--- src/char_buf_pkg.sv ---
/*
 * Constants shared by the character/word buffer and its word FIFO:
 * pulse-time slots, instruction bit positions, widths and reset values.
 * Assumes one clock-enabled cycle per pulse time, Tp then T24 down to T0.
 */
package char_buf_pkg;
	// pulse-time slots, counted down once per pulse time
	localparam logic [4:0] SLOT_TP  = 5'h19;
	localparam logic [4:0] SLOT_T24 = 5'h18;
	localparam logic [4:0] SLOT_T22 = 5'h16;
	localparam logic [4:0] SLOT_T17 = 5'h11;
	localparam logic [4:0] SLOT_T5  = 5'h05;
	localparam logic [4:0] SLOT_T0  = 5'h00;
	// widths
	localparam int WORD_W     = 24;
	localparam int CHAR_W     = 6;
	localparam int UNIT_W     = 5;
	localparam int FIFO_DEPTH = 16;
	// instruction word bit positions, C0 is the leftmost bit
	localparam int C_CNT_LO  = 15;
	localparam int C_CNT_HI  = 16;
	localparam int C_SEL     = 17;
	localparam int C_DIR     = 18;
	localparam int C_UA_LO   = 19;
	localparam int C_UA_HI   = 23;
	localparam int CHAR_TOP  = 18;
	// reset values
	localparam logic [1:0]  CNT_RST  = 2'h0;
	localparam logic [4:0]  UNIT_RST = 5'h00;
	localparam logic [23:0] WORD_RST = 24'h00_0000;
	localparam logic [5:0]  CHAR_RST = 6'h00;

	// true while slot s lies in the span hi down to lo
	function automatic logic in_span(input logic [4:0] s,
		input logic [4:0] hi, input logic [4:0] lo);
		return (s <= hi) && (s >= lo);
	endfunction
endpackage

--- src/word_fifo.sv ---
/*
 * Word FIFO with valid/ready on both sides and a registered head.
 * Assumes the filler honours in_ready and the drain may stall freely.
 */
`timescale 1ns/100ps
module word_fifo
	import char_buf_pkg::*;
#(
	parameter int W     = WORD_W,
	parameter int DEPTH = FIFO_DEPTH
) (
	input  wire logic         clock,
	input  wire logic         rst,
	input  wire logic         clk_en,
	input  wire logic         in_valid,
	output logic              in_ready,
	input  wire logic [W-1:0] in_data,
	output logic              out_valid,
	input  wire logic         out_ready,
	output logic [W-1:0]      out_data
);
	localparam int AW = $clog2(DEPTH);
	localparam logic [AW:0] FULL_CNT = (AW+1)'(DEPTH);

	logic [W-1:0]  mem_r [DEPTH];
	logic [AW-1:0] wr_ptr_r;
	logic [AW-1:0] rd_ptr_r;
	logic [AW:0]   count_r;
	logic          push;
	logic          pop;

	// the head register counts toward the depth, so at most DEPTH words wait
	assign in_ready = ((count_r + (AW+1)'(out_valid)) != FULL_CNT);
	assign push = in_valid && in_ready;
	assign pop = (count_r != '0) && (!out_valid || out_ready);

	// storage has no reset, only valid entries are ever read
	always_ff @(posedge clock) begin
		if (clk_en && push) begin
			mem_r[wr_ptr_r] <= in_data;
		end
	end

	// pointers and fill level
	always_ff @(posedge clock or posedge rst) begin
		if (rst) begin
			wr_ptr_r <= '0;
			rd_ptr_r <= '0;
			count_r <= '0;
		end else if (clk_en) begin
			if (push) begin
				wr_ptr_r <= wr_ptr_r + 1'b1;
			end
			if (pop) begin
				rd_ptr_r <= rd_ptr_r + 1'b1;
			end
			count_r <= count_r + (AW+1)'(push) - (AW+1)'(pop);
		end
	end

	// head register keeps the drain side straight from flops
	always_ff @(posedge clock or posedge rst) begin
		if (rst) begin
			out_valid <= 1'b0;
			out_data <= '0;
		end else if (clk_en) begin
			if (pop) begin
				out_valid <= 1'b1;
				out_data <= mem_r[rd_ptr_r];
			end else if (out_ready) begin
				out_valid <= 1'b0;
			end
		end
	end
endmodule

--- src/char_word_buffer.sv ---
/*
 * Character/word buffer: assembles 6-bit link characters into 24-bit
 * words and splits words back into characters, paced by pulse times.
 * Assumes one clock-enabled cycle per pulse time, a start or transfer
 * command held by the processor until the buffer is done with it, and
 * a device character clock that arrives unsynchronised.
 */
`timescale 1ns/100ps
module char_word_buffer
	import char_buf_pkg::*;
(
	input  wire logic               clock,
	input  wire logic               rst,
	input  wire logic               clk_en,
	input  wire logic               io_start_instr,
	input  wire logic [0:WORD_W-1]  instr_word,
	input  wire logic               word_transfer_cmd,
	input  wire logic [WORD_W-1:0]  c_in_word,
	input  wire logic               stop_cmd,
	input  wire logic               halt_detector,
	input  wire logic               char_clock,
	input  wire logic [CHAR_W-1:0]  char_in,
	input  wire logic               char_in_parity,
	input  wire logic               word_out_ready,
	output logic [CHAR_W-1:0]       char_out,
	output logic                    char_out_parity,
	output logic [WORD_W-1:0]       c_out_word,
	output logic                    xfer_done,
	output logic                    service_irq,
	output logic                    error_flag,
	output logic [UNIT_W-1:0]       unit_address,
	output logic                    direction_bit,
	output logic                    active_flag,
	output logic                    word_pending_flag,
	output logic                    word_out_valid,
	output logic [WORD_W-1:0]       word_out_data
);
	logic [4:0]        slot_r;
	logic [7:0]        pin_s1_r, pin_s2_r, pin_s3_r, pin_lvl_r;
	logic              count_bit_lo_r, count_bit_hi_r;
	logic [1:0]        cnt;
	logic              precess_gate_r, cnt_phase_r;
	logic              precess_request_r, clock_seen_r;
	logic              xfer_hold_r;
	logic [WORD_W-1:0] word_assembly_reg_r;
	logic [1:0]        war_cnt_r;
	logic [CHAR_W-1:0] char_shift_reg_r;
	logic              parity_flop_r;
	logic              t0, t24, tp, span_clr, span_set;
	logic              buffer_clear_strobe, buffer_set_strobe;
	logic              prec, ecw, xfer_take, fifo_in_ready;
	logic [CHAR_W-1:0] zw;

	// pulse-time decode
	assign t0 = (slot_r == SLOT_T0);
	assign t24 = (slot_r == SLOT_T24);
	assign tp = (slot_r == SLOT_TP);
	assign span_clr = in_span(slot_r, SLOT_T22, SLOT_T17);
	assign span_set = in_span(slot_r, SLOT_T5, SLOT_T0);
	// start strobes for this buffer only
	assign buffer_clear_strobe = io_start_instr && !instr_word[C_SEL]
		&& span_clr;
	assign buffer_set_strobe = io_start_instr && !instr_word[C_SEL]
		&& span_set;
	assign prec = precess_gate_r && !cnt_phase_r;
	assign cnt = {count_bit_lo_r, count_bit_hi_r};
	assign ecw = pin_lvl_r[7];
	assign zw = pin_lvl_r[CHAR_W-1:0];
	// transfer waits for an idle word register and room for the word
	assign xfer_take = word_transfer_cmd && !word_pending_flag
		&& !precess_gate_r && !xfer_hold_r && t24
		&& (direction_bit || fifo_in_ready);

	assign char_out = char_shift_reg_r;
	assign char_out_parity = parity_flop_r;

	// pulse-time counter: Tp, T24 ... T0, then Tp again
	always_ff @(posedge clock or posedge rst) begin
		if (rst) begin
			slot_r <= SLOT_TP;
		end else if (clk_en) begin
			slot_r <= t0 ? SLOT_TP : slot_r - 5'h01;
		end
	end

	// pins: a bit moves only once the 2nd and 3rd stages agree
	always_ff @(posedge clock or posedge rst) begin
		if (rst) begin
			pin_s1_r <= 8'h00;
			pin_s2_r <= 8'h00;
			pin_s3_r <= 8'h00;
			pin_lvl_r <= 8'h00;
		end else if (clk_en) begin
			pin_s1_r <= {char_clock, char_in_parity, char_in};
			pin_s2_r <= pin_s1_r;
			pin_s3_r <= pin_s2_r;
			pin_lvl_r <= (pin_s2_r & pin_s3_r)
				| (pin_lvl_r & (pin_s2_r | pin_s3_r));
		end
	end

	// address, direction and character counter
	always_ff @(posedge clock or posedge rst) begin
		if (rst) begin
			unit_address <= UNIT_RST;
			direction_bit <= 1'b0;
			{count_bit_lo_r, count_bit_hi_r} <= CNT_RST;
		end else if (clk_en) begin
			if (buffer_clear_strobe) begin
				unit_address <= UNIT_RST;
				direction_bit <= 1'b0;
				{count_bit_lo_r, count_bit_hi_r} <= CNT_RST;
			end else if (buffer_set_strobe) begin
				unit_address <= instr_word[C_UA_LO:C_UA_HI];
				direction_bit <= instr_word[C_DIR];
				count_bit_lo_r <= instr_word[C_CNT_LO];
				count_bit_hi_r <= instr_word[C_CNT_HI];
			end else if (prec && t0 && cnt != 2'h0) begin
				{count_bit_lo_r, count_bit_hi_r} <= cnt - 2'h1;
			end else if (xfer_take) begin
				{count_bit_lo_r, count_bit_hi_r} <= war_cnt_r;
			end
		end
	end

	// precess gate: two pulse times after start, or T23..T0 per char
	always_ff @(posedge clock or posedge rst) begin
		if (rst) begin
			precess_gate_r <= 1'b0;
			cnt_phase_r <= 1'b0;
		end else if (clk_en) begin
			if (buffer_set_strobe && t0) begin
				precess_gate_r <= 1'b1;
				cnt_phase_r <= 1'b1;
			end else if (t24) begin
				// start phase ends here; precession needs pending
				precess_gate_r <= precess_request_r
					&& word_pending_flag;
				cnt_phase_r <= 1'b0;
			end else if (prec && t0) begin
				precess_gate_r <= 1'b0;
			end
		end
	end

	// count field of the word, written only in the start phase
	always_ff @(posedge clock or posedge rst) begin
		if (rst) begin
			war_cnt_r <= CNT_RST;
		end else if (clk_en && cnt_phase_r && precess_gate_r) begin
			war_cnt_r <= cnt;
		end
	end

	// device clock detection then precess request
	always_ff @(posedge clock or posedge rst) begin
		if (rst) begin
			clock_seen_r <= 1'b0;
			precess_request_r <= 1'b0;
		end else if (clk_en) begin
			if (buffer_clear_strobe) begin
				clock_seen_r <= 1'b0;
				precess_request_r <= 1'b0;
			end else begin
				if (precess_request_r && t0) begin
					clock_seen_r <= 1'b0;
				end else if (!precess_request_r && ecw && span_clr) begin
					clock_seen_r <= 1'b1;
				end
				if (prec && t0) begin
					precess_request_r <= 1'b0;
				end else if (!precess_request_r && clock_seen_r
					&& !ecw && t0) begin
					precess_request_r <= 1'b1;
				end
			end
		end
	end

	// word-pending flag; a transfer setting it wins over the clear
	always_ff @(posedge clock or posedge rst) begin
		if (rst) begin
			word_pending_flag <= 1'b0;
		end else if (clk_en) begin
			if (xfer_hold_r && span_set) begin
				word_pending_flag <= 1'b1;
			end else if (buffer_clear_strobe && !halt_detector
				&& !instr_word[C_DIR]) begin
				word_pending_flag <= 1'b1;
			end else if (buffer_set_strobe && instr_word[C_DIR]) begin
				word_pending_flag <= 1'b0;
			end else if (prec && span_clr && cnt == 2'h0) begin
				word_pending_flag <= 1'b0;
			end
		end
	end

	// transfer: exchange C and word register, one pulse at T0
	always_ff @(posedge clock or posedge rst) begin
		if (rst) begin
			xfer_hold_r <= 1'b0;
			xfer_done <= 1'b0;
			c_out_word <= WORD_RST;
		end else if (clk_en) begin
			xfer_done <= xfer_hold_r && t0;
			if (xfer_take) begin
				xfer_hold_r <= 1'b1;
				c_out_word <= word_assembly_reg_r;
			end else if (t0) begin
				xfer_hold_r <= 1'b0;
			end
		end
	end

	// word register: loaded by transfer, rotated through characters
	always_ff @(posedge clock or posedge rst) begin
		if (rst) begin
			word_assembly_reg_r <= WORD_RST;
		end else if (clk_en) begin
			if (xfer_take) begin
				word_assembly_reg_r <= c_in_word;
			end else if (prec && t0) begin
				word_assembly_reg_r <= {word_assembly_reg_r[CHAR_TOP-1:0],
					char_shift_reg_r};
			end
		end
	end

	// character register and parity flop
	// input parity is checked serially so the flop ends odd when good
	always_ff @(posedge clock or posedge rst) begin
		if (rst) begin
			char_shift_reg_r <= CHAR_RST;
			parity_flop_r <= 1'b0;
		end else if (clk_en) begin
			if (buffer_clear_strobe) begin
				char_shift_reg_r <= CHAR_RST;
				parity_flop_r <= 1'b0;
			end else if (prec && t0) begin
				char_shift_reg_r <= word_assembly_reg_r[WORD_W-1:CHAR_TOP];
				if (direction_bit) begin
					parity_flop_r <= ~^word_assembly_reg_r[WORD_W-1:CHAR_TOP];
				end
			end else if (prec && span_clr && !direction_bit) begin
				parity_flop_r <= parity_flop_r
					^ char_shift_reg_r[3'(slot_r - SLOT_T17)];
			end else if (!direction_bit && !clock_seen_r
				&& !precess_request_r && !precess_gate_r) begin
				char_shift_reg_r <= CHAR_RST;
				parity_flop_r <= 1'b0;
			end else if (!direction_bit && clock_seen_r
				&& !precess_request_r) begin
				// a late unload leaves the held character untouched
				char_shift_reg_r <= char_shift_reg_r | zw;
				parity_flop_r <= parity_flop_r | pin_lvl_r[6];
			end
		end
	end

	// active flag: set by start, dropped by the stop command
	always_ff @(posedge clock or posedge rst) begin
		if (rst) begin
			active_flag <= 1'b0;
		end else if (clk_en) begin
			if (stop_cmd) begin
				active_flag <= 1'b0;
			end else if (buffer_set_strobe) begin
				active_flag <= 1'b1;
			end
		end
	end

	// error flop, read by the skip test; setting wins over clear
	always_ff @(posedge clock or posedge rst) begin
		if (rst) begin
			error_flag <= 1'b0;
		end else if (clk_en) begin
			if (tp && active_flag && !clock_seen_r
				&& precess_request_r && ecw) begin
				error_flag <= 1'b1;
			end else if (prec && span_set && !direction_bit
				&& !parity_flop_r && !halt_detector) begin
				error_flag <= 1'b1;
			end else if (buffer_clear_strobe && !halt_detector) begin
				error_flag <= 1'b0;
			end
		end
	end

	// service request when full on input or empty on output
	always_ff @(posedge clock or posedge rst) begin
		if (rst) begin
			service_irq <= 1'b0;
		end else if (clk_en) begin
			service_irq <= !word_pending_flag && active_flag
				&& !halt_detector && !xfer_hold_r;
		end
	end

	// stored input words queue toward the processor side
	word_fifo #(
		.W     (WORD_W),
		.DEPTH (FIFO_DEPTH)
	) u_word_fifo (
		.clock     (clock),
		.rst       (rst),
		.clk_en    (clk_en),
		.in_valid  (xfer_take && !direction_bit),
		.in_ready  (fifo_in_ready),
		.in_data   (word_assembly_reg_r),
		.out_valid (word_out_valid),
		.out_ready (word_out_ready),
		.out_data  (word_out_data)
	);
endmodule

--- config.mk ---
export PLATFORM = sky130hd
export DESIGN_NAME = char_word_buffer
export DESIGN_NICKNAME = d
export VERILOG_FILES = /design/src/char_buf_pkg.sv /design/src/word_fifo.sv /design/src/char_word_buffer.sv
export SDC_FILE = /design/constraint.sdc
export NUM_CORES = 1
export LEC_CHECK = 0
export BUFFER_PORTS_ARGS = -buffer_cell sky130_fd_sc_hd__buf_2
export CAP_MARGIN = 5
export CORE_MARGIN = 4
export CORE_UTILIZATION = 39
export CTS_BUF_LIST = sky130_fd_sc_hd__clkbuf_8
export CTS_CLUSTER_SIZE = 25
export DETAILED_ROUTE_END_ITERATION = 10
export PLACE_DENSITY = 0.58
export SETUP_SLACK_MARGIN = 0.1
export SLEW_MARGIN = 20
export SYNTH_ARGS = -nofsm -noshare
export SYNTH_HDL_FRONTEND = slang
export SYNTH_SLANG_ARGS = --single-unit
--- constraint.sdc ---
create_clock -name clock -period 6.32 [get_ports clock]
set_clock_uncertainty 0.05 [all_clocks]
set_input_delay 0.632 -clock clock [delete_from_list [all_inputs] [get_ports clock]]
set_output_delay 0.632 -clock clock [all_outputs]
set_load 0.1 [all_outputs]
==> impl_metrics.yaml <==
die:
  start_util_pct: 39.5
  die_w_um: 244
  rows: 86
  ios: 131
  die_y_um: 244
  core_um2: 55200
  die_area_um2: 59700
layout:
  fin_nets: 1439
  syn_to_final_growth_pct: 14.7
  utilization_pct: 45.3
  regArea_um2: 15300
  multi_input_comb_area_um2: 6060
  drive_gt1_share_pct: 37.2
  fill_cells: 4784
  diodes: 0
clock_network:
  cts_buffers: 93
  htree_num_levels: 3
  insertion_delay_ps: 660
  post_cts_buffers: 0
  cts.clk_slew.worst_paths_ps: 60
  root_buffer: "clkbuf_8"
  cts_sinks: 534
  cts_tree: "built"
  cts_buffer_depth: 3
power_and_ir_drop:
  p_int_mw: 6.88
  cellLeakagePower_nw: 8.91
  power_frac_comb_pct: 29.1
  power.share.sequential_pct: 43.6
  switching_share_pct: 36.3
  powerDensity_nw_per_um2: 432
  ir_drop_uv: 314
  p_clk_share_pct: 27.4
  netSwitchingPower_mw: 3.91
placed_design:
  io_buffer_count: 115
  place_congestion: 0.814
  place_hpwl_um: 29700
worst_setup_path:
  crit_arrival_ps: 4030
  critPathCaptureType: "register"
  crit_type: "reg -> reg"
  crit_buf_inv: 2
  critical_path_required_ps: 6610
  path_cells: "inv_1 -> ha_1 -> and4b_2 -> nand4_1 -> a311oi_2 -> nand2_1 -> nor2_2 -> buf_4"
  critical-path-slowest-cell: "nor2_2"
  critPathMaxFanout: 13
  crit_path_start_kind: "register"
  slowest_delay_ps: 770
  cpLargestDelayFamily: "simple AND/OR/NAND/NOR gates"
yosys:
  synth_edf_count: 384
  synth_fp_nets: 1258
  ys_async_sr_fraction_pct: 28.1
  yosysUniqueCellTypes: 79
  synthesis.area_um2: 21800
  seq_area_frac_synth_pct: 70.2
  syn_area_per_cell_um2: 18.6
  synth_cells: 1173
  synth_ff_type: "edfxtp_1"
  synth-seq-cells: 534
  yosys_warnings: 0
drt:
  wire_per_inst_um: 23.2
  first_iter_violations: 717
  drc: 0
  dr.pass1.iters: 5
  ant_nets: 0
  vias: 11568
  viasPerCell: 5.31
  wirelength_um: 50600
global_route:
  grt_pass1_vias: 12244
  grt_pass1_wl_um: 77300
  grtUsageTotal_pct: 17.2
  overflow: 0
  grt_max_degree: 73
  antenna_found_initial: 0
sta:
  fin_crit_sh_pct: 59.2
  maxSlewViolCount: 0
  hold_viol: 0
  whs_ps: 93.1
  max_freq_mhz: 267
  tightest_slew_ps: 1070
  maxSlewHeadroom_pct: 28.7
  setup_viol: 0
  setup-tns-final_ps: 0
  rsz0062_at_grt: "no"
  post-route-min-period_ps: 3740
status:
  status: "finished, final reports clean"
min_path:
  hold_class: "in -> reg"
run:
  maxCapViolCount: 0
-- synth_stat cells (all sizes together), types with 11 or more instances --
master	n	area, µm²
mux4	106	2390
xnor2	11	96.3
dfrtp	147	3680
a211oi	12	90.1
o21ai	47	235
inv	29	109
buf	33	254
mux2	115	1370
mux2i	16	160
edfxtp	384	11500
nand2	43	164
ha	20	250
nor2	31	124
a21oi	27	146
clkbuf	27	123
-- metal layers --
| metal | up-vias | share of wire, % | global-route usage (%) |
|---|---|---|---|
| met5 | - | 0 | 0 |
| met4 | 0 | 2.1 | 4.95 |
| met3 | 89 | 5.1 | 3.86 |
| met2 | 327 | 48 | 27.7 |
| met1 | 6115 | 44 | 23.7 |
| li1 | 5037 | - | - |
-- power groups by stage --
stage,Combinational (mW),Clock (mW),Sequential [mW]
after floorplan,1.81,0,5.39
after global placement,3.15,0,4.76
after detailed placement,3.18,0,4.78
after CTS,3.19,3.04,4.71
after global routing,3.36,3.21,4.77
final,3.14,2.95,4.70
-- stage by stage --
step	power (mW)	instances	setup slack (ps)	cell area, µm²
after floorplan	7.20	1173	1610	21800
after global placement	7.91	2006	2650	23200
after detailed placement	7.96	2006	2580	23200
after CTS	10.9	2180	2570	25000
after global routing	11.3	2180	2370	25000
final	10.8	2180	2580	25000
-- repair_timing --
item / in CTS / in global routing
hold endpoints to repair: 34 / 0
gates resized for setup: 0 / 0
hold buffers: 1 / 0
-- cells by family after synthesis --
kind of cell | share of synthesized area, %
flip-flops | 70.2
multiplexers | 18.0
AO/OA/AOI/OAI | 4.50
AND/OR/NAND/NOR | 3.22
buffers and inverters | 2.23
adder cells (fa/ha/maj) | 1.24
XOR/XNOR | 0.666
-- cell usage in the layout, fill, tap and decap left out, types with 6 or more instances in the layout --
cell / Yosys / routed
edfxtp_1: 384 / 384
dfrtp_1: 147 / 144
buf_2: 14 / 115
mux4_2: 106 / 106
clkbuf_8: 2 / 104
mux2_2: 95 / 95
inv_1: 29 / 77
o21ai_0: 46 / 46
nand2_1: 42 / 41
buf_4: 0 / 29
a21oi_1: 26 / 26
ha_1: 20 / 20
mux2_4: 19 / 19
nor2_1: 30 / 18
mux2i_1: 16 / 16
nor2_2: 0 / 12
a211oi_1: 12 / 12
xnor2_1: 11 / 11
clkinv_1: 0 / 10
a21o_1: 9 / 9
o22ai_1: 9 / 9
a22o_1: 8 / 8
o221ai_1: 7 / 7
or3_2: 6 / 6
-- path summary, 6_finish.rpt --
path	end	startpoint	cells after the start	slack, ps
setup / recovery	u_word_fifo.mem_r[12][17]	slot_r[0]	8	2580
hold / removal	active_flag	stop_cmd	2	90
setup reg to reg	u_word_fifo.mem_r[12][17]	slot_r[0]	8	2580
hold reg to reg	u_word_fifo.out_data[18]	u_word_fifo.out_data[18]	1	420
max in group asynchronous	u_word_fifo.rd_ptr_r[1]	rst	4	4520
min in group asynchronous	c_out_word[3]	rst	3	560
-- final cells by class --
class	instances	area share (%)
clock buffers	104	5.73
clock inverters	69	1.32
inverters	29	0.456
multi-input cells	550	24.3
flip-flops and latches	534	61.2
well taps	748	3.74
repair buffers	146	3.29
-- state kept, by name, indices dropped and copies added, names as in the netlist, 2 cells and up --
register,cells
slot_r,5
pin_s2_r,8
pin_lvl_r,8
pin_s3_r,8
char_out,6
u_word_fifo.rd_ptr_r,4
u_word_fifo.count_r,5
unit_address,5
u_word_fifo.mem_r,384
u_word_fifo.wr_ptr_r,4
war_cnt_r,2
c_out_word,24
u_word_fifo.out_data,24
pin_s1_r,8
word_assembly_reg_r,24
-- worst reg2reg max path: cells and delay by family, from the launching register on --
kind                       cells  cell delay, ps
and+or+nand+nor                4            1550
DFF                            1             410
adders and majority gates      1             230
buffers and inverters          2             580
AOI/OAI and AO/OA              1             590
(Power assumes the default switching activity.)
